**config.mk**
```make
export PLATFORM = sky130hd
export DESIGN_NAME = cowc_top
export DESIGN_NICKNAME = d
export VERILOG_FILES = /design/src/rtl/cowc_pkg.sv /design/src/rtl/cowc_wave_chan.sv /design/src/rtl/cowc_top.sv
export SDC_FILE = /design/constraint.sdc
export NUM_CORES = 1
export LEC_CHECK = 0
export BUFFER_PORTS_ARGS = -buffer_cell sky130_fd_sc_hd__buf_2
export CAP_MARGIN = 20
export CELL_PAD_IN_SITES_DETAIL_PLACEMENT = 0
export CELL_PAD_IN_SITES_GLOBAL_PLACEMENT = 1
export CORE_MARGIN = 2
export CORE_UTILIZATION = 41
export DETAILED_ROUTE_END_ITERATION = 8
export PLACE_DENSITY_LB_ADDON = 0.1
export SYNTH_ARGS = -nofsm -noshare
export SYNTH_HDL_FRONTEND = slang
export SYNTH_HIERARCHICAL = 1
export SYNTH_SLANG_ARGS = --single-unit
export TNS_END_PERCENT = 30
```
**constraint.sdc**
```tcl
create_clock -name clk -period 2.2 [get_ports clk]
set_input_delay 0.11 -clock clk [delete_from_list [all_inputs] [get_ports clk]]
set_output_delay 0.11 -clock clk [all_outputs]
set_load 0.03 [all_outputs]
```
**src/rtl/cowc_pkg.sv**
```systemverilog
package cowc_pkg;

	// ----------------------------------------------------------------
	// register map (byte offsets on the processor i/o bus)
	// ----------------------------------------------------------------
	localparam logic [7:0] T3_COMPARE_B_LO_ADDR = 8'h9A;
	localparam logic [7:0] T3_COMPARE_B_HI_ADDR = 8'h9B;
	localparam logic [7:0] T4_COMPARE_A_LO_ADDR = 8'hAA;
	localparam logic [7:0] T4_COMPARE_A_HI_ADDR = 8'hAB;
	localparam logic [7:0] T4_COMPARE_B_LO_ADDR = 8'hAC;
	localparam logic [7:0] T4_COMPARE_B_HI_ADDR = 8'hAD;
	localparam logic [7:0] T4_WAVE_CTRL_A_ADDR  = 8'hA0;
	localparam logic [7:0] T4_WAVE_CTRL_B_ADDR  = 8'hA1;

	// ----------------------------------------------------------------
	// field layout and reset values
	// ----------------------------------------------------------------
	localparam int         CHAN_A_MODE_LSB  = 6;
	localparam int         CHAN_B_MODE_LSB  = 4;
	localparam int         WGM_LO_LSB       = 0;
	localparam int         WGM_HI_LSB       = 3;
	localparam logic [15:0] COMPARE_RESET   = 16'h0000;
	localparam logic [7:0]  CTRL_RESET      = 8'h00;
	localparam logic [7:0]  CTRL_A_RD_MASK  = 8'hF3;
	localparam logic [7:0]  CTRL_B_RD_MASK  = 8'h18;

	// ----------------------------------------------------------------
	// output mode codes and waveform modes
	// ----------------------------------------------------------------
	localparam logic [1:0] OM_OFF    = 2'h0;
	localparam logic [1:0] OM_TOGGLE = 2'h1;
	localparam logic [1:0] OM_CLEAR  = 2'h2;
	localparam logic [1:0] OM_SET    = 2'h3;

	localparam logic [3:0] WGM_PC_LO   = 4'h1;
	localparam logic [3:0] WGM_PC_HI   = 4'h3;
	localparam logic [3:0] WGM_FAST_LO = 4'h5;
	localparam logic [3:0] WGM_FAST_HI = 4'h7;
	localparam logic [3:0] WGM_PFC_ICR = 4'h8;
	localparam logic [3:0] WGM_PFC_OCR = 4'h9;
	localparam logic [3:0] WGM_PC_ICR  = 4'hA;
	localparam logic [3:0] WGM_PC_OCR  = 4'hB;
	localparam logic [3:0] WGM_FAST_ICR = 4'hE;
	localparam logic [3:0] WGM_FAST_OCR = 4'hF;

	typedef enum logic [1:0] {
		COWC_KIND_NONPWM = 2'b00,
		COWC_KIND_FAST   = 2'b01,
		COWC_KIND_PHASE  = 2'b11
	} cowc_kind_t;

endpackage

```
**src/rtl/cowc_wave_chan.sv**
```systemverilog
`timescale 1ns/100ps
module cowc_wave_chan
	import cowc_pkg::*;
(
	input  wire logic       clk,
	input  wire logic       reset_n,
	input  wire logic [1:0] output_mode,
	input  wire logic [1:0] kind,
	input  wire logic       toggle_ok,
	input  wire logic       match,
	input  wire logic       at_bottom,
	input  wire logic       at_top_cmp,
	input  wire logic       counting_down,
	output logic            wave_r,
	output logic            connected
);

	logic wave_nxt;
	logic fast_match_ok;

	// a compare value at top would glitch a full period; bottom alone acts
	assign fast_match_ok = match && !(at_top_cmp && output_mode[1]);

	assign connected = (output_mode != OM_OFF) &&
		!(output_mode == OM_TOGGLE && kind != COWC_KIND_NONPWM &&
		  !toggle_ok);

	always_comb begin
		wave_nxt = wave_r;
		case (kind)
		COWC_KIND_FAST: begin
			if (output_mode == OM_TOGGLE) begin
				if (match && toggle_ok)
					wave_nxt = !wave_r;
			end else if (output_mode[1]) begin
				if (fast_match_ok)
					wave_nxt = output_mode[0];
				else if (at_bottom)
					wave_nxt = !output_mode[0];
			end
		end
		COWC_KIND_PHASE: begin
			if (match) begin
				if (output_mode == OM_TOGGLE) begin
					if (toggle_ok)
						wave_nxt = !wave_r;
				end else if (output_mode[1]) begin
					wave_nxt = output_mode[0] ^ counting_down;
				end
			end
		end
		default: begin
			if (match) begin
				case (output_mode)
				OM_TOGGLE: wave_nxt = !wave_r;
				OM_CLEAR:  wave_nxt = 1'b0;
				OM_SET:    wave_nxt = 1'b1;
				default:   wave_nxt = wave_r;
				endcase
			end
		end
		endcase
	end

	always_ff @(posedge clk or negedge reset_n) begin
		if (!reset_n)
			wave_r <= 1'b0;
		else
			wave_r <= wave_nxt;
	end

endmodule

```
**src/rtl/cowc_top.sv**
```systemverilog
// Operation
// - the channel-B compare value of timer three is compared with the counter each clock.
// - equality raises a compare-match request; timer three drives no wave pin here.
// - a high-byte write goes to one shared latch; the low-byte write commits both bytes.
// - each compare register has its low byte at the base offset, high byte at base plus one.
// - a nonzero output mode field hands the pin from the port to the waveform, except code 01 in a pwm mode without toggle.
// - the output mode field is read per non-pwm, fast pwm or phase-correct waveform mode.
// - in non-pwm modes codes 00/01/10/11 mean disconnect/toggle/low/high on match.
// - fast pwm code 01 toggles channel a only in modes 14 or 15, channel b stays off.
// - fast pwm code 10 clears on match, sets at bottom; code 11 the reverse.
// - fast pwm with compare at top and upper mode bit set ignores match, acts at bottom.
// - phase-correct code 01 toggles channel a only in modes 9 or 11, else disconnected.
// - phase-correct code 10 clears on up-count match and sets on down-count match.
// - phase-correct code 11 sets on up-count match and clears on down-count match.
// - the four-bit waveform mode spans two control registers and picks the kind.
`timescale 1ns/100ps
module cowc_top
	import cowc_pkg::*;
(
	input  wire logic        clk,
	input  wire logic        reset_n,
	input  wire logic [7:0]  io_addr,
	input  wire logic        io_wr,
	input  wire logic        io_rd,
	input  wire logic [7:0]  io_wdata,
	output logic      [7:0]  io_rdata,
	input  wire logic [15:0] t3_counter_value,
	input  wire logic [15:0] t4_counter_value,
	input  wire logic [15:0] t4_top_value,
	input  wire logic        t4_counting_down,
	output logic             t3_compare_b_match,
	output logic             t4_compare_a_match,
	output logic             t4_compare_b_match,
	output logic             t4_wave_out_a,
	output logic             t4_wave_out_a_oe,
	output logic             t4_wave_out_b,
	output logic             t4_wave_out_b_oe
);

	// ----------------------------------------------------------------
	// registers
	// ----------------------------------------------------------------
	logic [7:0]  temp_hi_r;
	logic [15:0] t3_compare_b_value_r;
	logic [15:0] t4_compare_a_value_r;
	logic [15:0] t4_compare_b_value_r;
	logic [7:0]  ctrl_a_r;
	logic [7:0]  ctrl_b_r;
	logic [7:0]  io_rdata_nxt;
	logic [15:0] rd_word;
	logic        rd_hit;

	logic wr_t3b_lo;
	logic wr_t4a_lo;
	logic wr_t4b_lo;
	logic wr_hi;
	assign wr_t3b_lo = io_wr && io_addr == T3_COMPARE_B_LO_ADDR;
	assign wr_t4a_lo = io_wr && io_addr == T4_COMPARE_A_LO_ADDR;
	assign wr_t4b_lo = io_wr && io_addr == T4_COMPARE_B_LO_ADDR;
	assign wr_hi     = io_wr && (io_addr == T3_COMPARE_B_HI_ADDR ||
		io_addr == T4_COMPARE_A_HI_ADDR ||
		io_addr == T4_COMPARE_B_HI_ADDR);

	always_ff @(posedge clk or negedge reset_n) begin
		if (!reset_n) begin
			temp_hi_r            <= CTRL_RESET;
			t3_compare_b_value_r <= COMPARE_RESET;
			t4_compare_a_value_r <= COMPARE_RESET;
			t4_compare_b_value_r <= COMPARE_RESET;
			ctrl_a_r             <= CTRL_RESET;
			ctrl_b_r             <= CTRL_RESET;
		end else begin
			if (wr_hi)
				temp_hi_r <= io_wdata;
			if (wr_t3b_lo)
				t3_compare_b_value_r <= {temp_hi_r, io_wdata};
			if (wr_t4a_lo)
				t4_compare_a_value_r <= {temp_hi_r, io_wdata};
			if (wr_t4b_lo)
				t4_compare_b_value_r <= {temp_hi_r, io_wdata};
			if (io_wr && io_addr == T4_WAVE_CTRL_A_ADDR)
				ctrl_a_r <= io_wdata & CTRL_A_RD_MASK;
			if (io_wr && io_addr == T4_WAVE_CTRL_B_ADDR)
				ctrl_b_r <= io_wdata & CTRL_B_RD_MASK;
		end
	end

	// ----------------------------------------------------------------
	// read path: compare registers read straight, no temp involved
	// ----------------------------------------------------------------
	always_comb begin
		rd_hit  = 1'b1;
		rd_word = COMPARE_RESET;
		case ({io_addr[7:1], 1'b0})
		T3_COMPARE_B_LO_ADDR: rd_word = t3_compare_b_value_r;
		T4_COMPARE_A_LO_ADDR: rd_word = t4_compare_a_value_r;
		T4_COMPARE_B_LO_ADDR: rd_word = t4_compare_b_value_r;
		default:              rd_hit  = 1'b0;
		endcase
		if (rd_hit)
			io_rdata_nxt = io_addr[0] ? rd_word[15:8] : rd_word[7:0];
		else if (io_addr == T4_WAVE_CTRL_A_ADDR)
			io_rdata_nxt = ctrl_a_r;
		else if (io_addr == T4_WAVE_CTRL_B_ADDR)
			io_rdata_nxt = ctrl_b_r;
		else
			io_rdata_nxt = CTRL_RESET;
	end

	// ----------------------------------------------------------------
	// mode decode
	// ----------------------------------------------------------------
	logic [3:0] waveform_mode_select;
	logic [1:0] chan_a_output_mode;
	logic [1:0] chan_b_output_mode;
	logic [1:0] kind;
	logic       toggle_a_ok;
	logic       is_fast;
	logic       is_phase;

	assign waveform_mode_select = {ctrl_b_r[WGM_HI_LSB+1 -: 2],
		ctrl_a_r[WGM_LO_LSB+1 -: 2]};
	assign chan_a_output_mode = ctrl_a_r[CHAN_A_MODE_LSB+1 -: 2];
	assign chan_b_output_mode = ctrl_a_r[CHAN_B_MODE_LSB+1 -: 2];
	assign is_fast = (waveform_mode_select >= WGM_FAST_LO &&
		waveform_mode_select <= WGM_FAST_HI) ||
		waveform_mode_select == WGM_FAST_ICR ||
		waveform_mode_select == WGM_FAST_OCR;
	assign is_phase = (waveform_mode_select >= WGM_PC_LO &&
		waveform_mode_select <= WGM_PC_HI) ||
		(waveform_mode_select >= WGM_PFC_ICR &&
		 waveform_mode_select <= WGM_PC_OCR);
	assign kind = is_fast ? COWC_KIND_FAST :
		is_phase ? COWC_KIND_PHASE : COWC_KIND_NONPWM;
	assign toggle_a_ok = waveform_mode_select == WGM_FAST_ICR ||
		waveform_mode_select == WGM_FAST_OCR ||
		waveform_mode_select == WGM_PFC_OCR ||
		waveform_mode_select == WGM_PC_OCR;

	// ----------------------------------------------------------------
	// compare units
	// ----------------------------------------------------------------
	logic match_t3b;
	logic match_t4a;
	logic match_t4b;
	logic t4_bottom;
	assign match_t3b = t3_counter_value == t3_compare_b_value_r;
	assign match_t4a = t4_counter_value == t4_compare_a_value_r;
	assign match_t4b = t4_counter_value == t4_compare_b_value_r;
	assign t4_bottom = t4_counter_value == COMPARE_RESET;

	logic wave_a;
	logic wave_b;
	logic conn_a;
	logic conn_b;

	cowc_wave_chan u_chan_a (
		.clk           (clk),
		.reset_n       (reset_n),
		.output_mode   (chan_a_output_mode),
		.kind          (kind),
		.toggle_ok     (toggle_a_ok),
		.match         (match_t4a),
		.at_bottom     (t4_bottom),
		.at_top_cmp    (t4_compare_a_value_r == t4_top_value),
		.counting_down (t4_counting_down),
		.wave_r        (wave_a),
		.connected     (conn_a)
	);

	// channel b never toggles in pwm kinds
	cowc_wave_chan u_chan_b (
		.clk           (clk),
		.reset_n       (reset_n),
		.output_mode   (chan_b_output_mode),
		.kind          (kind),
		.toggle_ok     (1'b0),
		.match         (match_t4b),
		.at_bottom     (t4_bottom),
		.at_top_cmp    (t4_compare_b_value_r == t4_top_value),
		.counting_down (t4_counting_down),
		.wave_r        (wave_b),
		.connected     (conn_b)
	);

	// ----------------------------------------------------------------
	// outputs, all registered
	// ----------------------------------------------------------------
	always_ff @(posedge clk or negedge reset_n) begin
		if (!reset_n) begin
			io_rdata           <= CTRL_RESET;
			t3_compare_b_match <= 1'b0;
			t4_compare_a_match <= 1'b0;
			t4_compare_b_match <= 1'b0;
			t4_wave_out_a      <= 1'b0;
			t4_wave_out_a_oe   <= 1'b0;
			t4_wave_out_b      <= 1'b0;
			t4_wave_out_b_oe   <= 1'b0;
		end else begin
			io_rdata           <= io_rd ? io_rdata_nxt : CTRL_RESET;
			t3_compare_b_match <= match_t3b;
			t4_compare_a_match <= match_t4a;
			t4_compare_b_match <= match_t4b;
			t4_wave_out_a      <= wave_a;
			t4_wave_out_a_oe   <= conn_a;
			t4_wave_out_b      <= wave_b;
			t4_wave_out_b_oe   <= conn_b;
		end
	end

	// ----------------------------------------------------------------
	// checks
	// ----------------------------------------------------------------
	a_match_request: assert property (@(posedge clk) disable iff (!reset_n)
		(t3_counter_value == t3_compare_b_value_r) |=> t3_compare_b_match)
		else $error("compare match request missing");

	a_lowbyte_commit: assert property (@(posedge clk) disable iff (!reset_n)
		wr_t3b_lo |=> t3_compare_b_value_r == {$past(temp_hi_r), $past(io_wdata)})
		else $error("low byte write did not commit both bytes");

	a_hibyte_hold: assert property (@(posedge clk) disable iff (!reset_n)
		(wr_hi && !wr_t3b_lo) |=> $stable(t3_compare_b_value_r))
		else $error("high byte write changed compare value");

	a_override_off: assert property (@(posedge clk) disable iff (!reset_n)
		(chan_a_output_mode == OM_OFF) |=> !t4_wave_out_a_oe)
		else $error("pin overridden with mode zero");

	a_fast_bottom: assert property (@(posedge clk) disable iff (!reset_n)
		(kind == COWC_KIND_FAST && chan_b_output_mode == OM_CLEAR &&
		 t4_bottom && !match_t4b) |=> wave_b)
		else $error("fast pwm did not set at bottom");

	a_fast_topskip: assert property (@(posedge clk) disable iff (!reset_n)
		(kind == COWC_KIND_FAST && chan_a_output_mode == OM_SET && match_t4a &&
		 t4_compare_a_value_r == t4_top_value && !t4_bottom)
		|=> wave_a == $past(wave_a))
		else $error("match at top was not ignored");

	a_phase_clear: assert property (@(posedge clk) disable iff (!reset_n)
		(kind == COWC_KIND_PHASE && chan_b_output_mode == OM_CLEAR &&
		 match_t4b) |=> wave_b == $past(t4_counting_down))
		else $error("phase correct code 10 wrong level");

	a_phase_set: assert property (@(posedge clk) disable iff (!reset_n)
		(kind == COWC_KIND_PHASE && chan_a_output_mode == OM_SET &&
		 match_t4a) |=> wave_a == !$past(t4_counting_down))
		else $error("phase correct code 11 wrong level");

	a_chan_b_notoggle: assert property (@(posedge clk) disable iff (!reset_n)
		(kind != COWC_KIND_NONPWM && chan_b_output_mode == OM_TOGGLE)
		|=> !t4_wave_out_b_oe)
		else $error("channel b connected in pwm toggle mode");

endmodule

```
==> results.toml <==
[timing]
fmax_mhz = 426.9
timing.max_slew.rel_slack_pct = 65.30
timing.clock.skew_ns = 0.007301
final_setup_fails = 2
timing_worst_slew_pin_value_ns = 0.5205
grt_setup_unrepaired = "true"
final-hold-violation-count = 0
drv_slew = 0
postLayoutSetupSlackWorst_ns = -0.1425
final.period_utilization_pct = 106.5
fin_setup_tns_ns = -0.2434
period_needed_ns = 2.342

[worst_hold_path]
hold_path_class = "in2reg"
min-delay-start = "io_wdata[2]"
hold_end = "t3_compare_b_value_r[2]"
worstHoldPathCells = 2

[synth]
library_cell_with_the_highest_instance_count_after_synthesis = "sky130_fd_sc_hd__dfrtp_1"
netlist_top_cells_area = "sky130_fd_sc_hd__dfrtp_1 (42%), sky130_fd_sc_hd__xnor2_1 (15%), sky130_fd_sc_hd__mux2_2 (13%), sky130_fd_sc_hd__mux2_4 (3.1%), sky130_fd_sc_hd__nand4_1 (2.6%)"
synth-seq-area-share_pct = 42.18
syn_avg_cell_area_um2 = 11.66
yosys_most_used_dff = "sky130_fd_sc_hd__dfrtp_1"
synth.yosys.warnings = 6
async_reset_ff_share_pct = 100.0
synthDistinctLibCells = 54
synthesis.instances = 412
synth_top_area_share_pct = 42.18
synth.ff_latch_count = 81
synth_area_leader_cell = "sky130_fd_sc_hd__dfrtp_1"
synth-edff-count = 0
synth_commonest_cells = "sky130_fd_sc_hd__dfrtp_1 (81), sky130_fd_sc_hd__xnor2_1 (80), sky130_fd_sc_hd__mux2_2 (57), sky130_fd_sc_hd__nand4_1 (20), sky130_fd_sc_hd__a22oi_1 (13)"
syn-cell-area_um2 = 4806

[global_routing]
number_of_antenna_violations_at_the_first_check_in_global_routing = 0
grt_max_degree = 45
grt_first_pass_wirelength_mm = 23.02
globalRouteOverflowTotal = 0
vias_in_the_first_global_route = 3957
grtUsageTotal_pct = 24.53

[finish]
num-fill-cells = 1041
final_net_count = 600
diode_insertion_count_for_antenna_repair = 0
flow.area_growth_from_synthesis_pct = 26.50
fraction_of_final_layout_cells_with_drive_strength_greater_than_1_pct = 46.34
postLayoutCellArea_um2 = 6080

[clock_network]
cts_made_buffers = 9
htree_num_levels = 3
clk_root_buffer_cell = "sky130_fd_sc_hd__clkbuf_16"
clk-insertion-delay-late_ns = 0.34
clk_transition_reported_paths_ns = 0.06
cts.sink_count = 81
cts_tree = "built"
ctsLongestPathBuffers = 2

[job]
cap_viol_max_count = 0

[run_status]
outcome = "finished with violations"
failed_checks = "setup timing"

[power_and_ir_drop]
power-per-cell-area_nw_per_um2 = 637.7
max-vdd-ir-drop_uv = 387.1
clock_share_of_power_pct = 42.9
power.share.combinational_pct = 14.6
pwr-share-seq_pct = 42.4
cell_internal_power_mw = 2.919
leakagePower_nw = 2.785
p_sw_mw = 0.9578
power.share.switching_pct = 24.70

[critical_path]
cp_data_required_time_ns = 2.43
kind_of_launch_point_of_the_worst_setup_path = "register"
critPathKind = "reg2reg"
crit-reg2reg-capture = "u_chan_b/wave_r"
worstReg2RegStart = "t4_compare_b_value_r[10]"
setup.reg_to_reg.worst_slack_ns = -0.14
critPathMaxFanout = 6
cp.arrival_ns = 2.57
ff2ff_path_depth = 10
cp-end-kind = "register"

[floorplanning]
core_area_um2 = 11420
floorplan.initialDensity_pct = 42.09
num_ports = 84
row_count = 39
design.die.area_um2 = 12600
fp.dieH_um = 112.3
die_w_um = 112.3

[route]
routed-via-count = 3826
final_wirelength_mm = 15.00
routed_via_density = 5.660
detail_route.wl_per_cell_um = 22.19
drtIter0Drc = 306
drc = 0
number_of_iterations_in_the_first_detailed_routing_pass = 4
postRouteAntennaNets = 0

[placement]
place_hpwl_mm = 11.18
buffer_ports.inserted = 83
post_dp_cell_area_um2 = 5578
gp_congestion = 0.9118
[layout by cell type (no fill, tap or decap), drive strengths merged, types with 5 or more instances in the layout]
| master | netlist | final |
|---|---|---|
| buf | 12 | 125 |
| nand4 | 21 | 21 |
| mux2 | 67 | 67 |
| o21ai | 11 | 11 |
| clkbuf | 7 | 9 |
| o2bb2ai | 6 | 6 |
| a22oi | 13 | 13 |
| xnor2 | 80 | 80 |
| and3 | 8 | 8 |
| nor4 | 9 | 9 |
| nand3 | 9 | 9 |
| nand2 | 9 | 9 |
| nor3 | 6 | 6 |
| o311a | 5 | 5 |
| nor2 | 5 | 5 |
| nor2b | 6 | 6 |
| dfrtp | 81 | 81 |
| o211ai | 6 | 6 |
| a21oi | 7 | 7 |
[logic make-up after synthesis]
family / Yosys count / synth area share (%)
simple gates: 90 / 12.29
other cells: 1 / 0.07803
buf+inv: 23 / 2.916
flops: 81 / 42.18
xor+xnor: 80 / 14.58
mux: 68 / 16.69
compound gates: 69 / 11.27
[worst max-delay path, cell delays in order, from the launching register on]
cell and delay, ns:
sky130_fd_sc_hd__dfrtp_1 0.41, sky130_fd_sc_hd__buf_4 0.16, sky130_fd_sc_hd__xnor2_2 0.13, sky130_fd_sc_hd__nand4_1 0.13, sky130_fd_sc_hd__nor4_2 0.34, sky130_fd_sc_hd__buf_4 0.20
sky130_fd_sc_hd__inv_1 0.08, sky130_fd_sc_hd__a21oi_2 0.12, sky130_fd_sc_hd__o221ai_1 0.13, sky130_fd_sc_hd__a31oi_1 0.22, sky130_fd_sc_hd__mux2_4 0.32
[metal layers]
metal  vias to the layer above  routed length (µm)  track usage, %
li1                       1778                   -               -
met1                      1896                6947           34.45
met2                       134                6974           39.16
met5                         -                   0               0
met3                        18                 810           3.888
met4                         0                 271           7.805
[sequential cells by signal, summed over array words and instances (netlist names)]
| signal | cells |
|---|---|
| t3_compare_b_value_r | 16 |
| t4_compare_a_value_r | 16 |
| t4_compare_b_value_r | 16 |
| io_rdata | 8 |
| temp_hi_r | 8 |
| ctrl_a_r | 6 |
| ctrl_b_r | 2 |
| t3_compare_b_match | 1 |
| t4_compare_a_match | 1 |
| t4_compare_b_match | 1 |
| t4_wave_out_a | 1 |
| t4_wave_out_a_oe | 1 |
| t4_wave_out_b | 1 |
| t4_wave_out_b_oe | 1 |
| u_chan_a/wave_r | 1 |
| u_chan_b/wave_r | 1 |
[worst max path at each step]
stage	start	end	cells past startpoint
4_1_cts	t4_compare_b_value_r[8]	u_chan_b/wave_r	9
2_1_floorplan	t4_compare_b_value_r[8]	u_chan_b/wave_r	8
3_5_place_dp	t4_compare_b_value_r[2]	u_chan_b/wave_r	9
5_1_grt	t4_compare_b_value_r[10]	u_chan_b/wave_r	10
6_report	t4_compare_b_value_r[10]	u_chan_b/wave_r	10
3_3_place_gp	t4_compare_b_value_r[2]	u_chan_b/wave_r	9
[power groups by stage]
stage          clock (mW)  combinational (mW)  sequential, mW
2_1_floorplan           0               0.278            1.66
3_3_place_gp            0               0.539            1.67
3_5_place_dp            0               0.541            1.67
4_1_cts              1.70               0.557            1.64
5_1_grt              1.76               0.618            1.65
6_report             1.66               0.567            1.65
[timing repair]
action | in CTS | in global routing
setup buffers | 2 | 3
endpoints found under the hold margin | 37 | 0
gates resized for setup | 15 | 14
pin swaps | 13 | 13
hold buffers | 1 | 0
endpoints found under the setup margin | 2 | 2
[through the flow]
stage | setup WS, ns | total power [mW] | util, % | cells | hold WS, ns
floorplan | -0.04073 | 1.941 | - | 413 | -0.1856
CTS | -0.07890 | 3.898 | 52.44 | 673 | 0.03745
detailed placement | -0.2502 | 2.209 | 48.85 | 657 | 0.1228
finish | -0.1425 | 3.877 | 53.24 | 676 | 0.05125
global placement | -0.2442 | 2.205 | 48.85 | 657 | 0.1174
global route | -0.2034 | 4.035 | 53.24 | 676 | 0.05668
[area by class of cell]
type	count	area (µm²)	area share, %
multi-input cells	309	2763	45.44
clock inverters	4	95.09	1.564
well taps	143	178.9	2.943
repair buffers	126	763.2	12.55
inverters	4	15.01	0.2470
clock buffers	9	225.2	3.704
flip-flops and latches	81	2039	33.55
(Power assumes the default switching activity.)
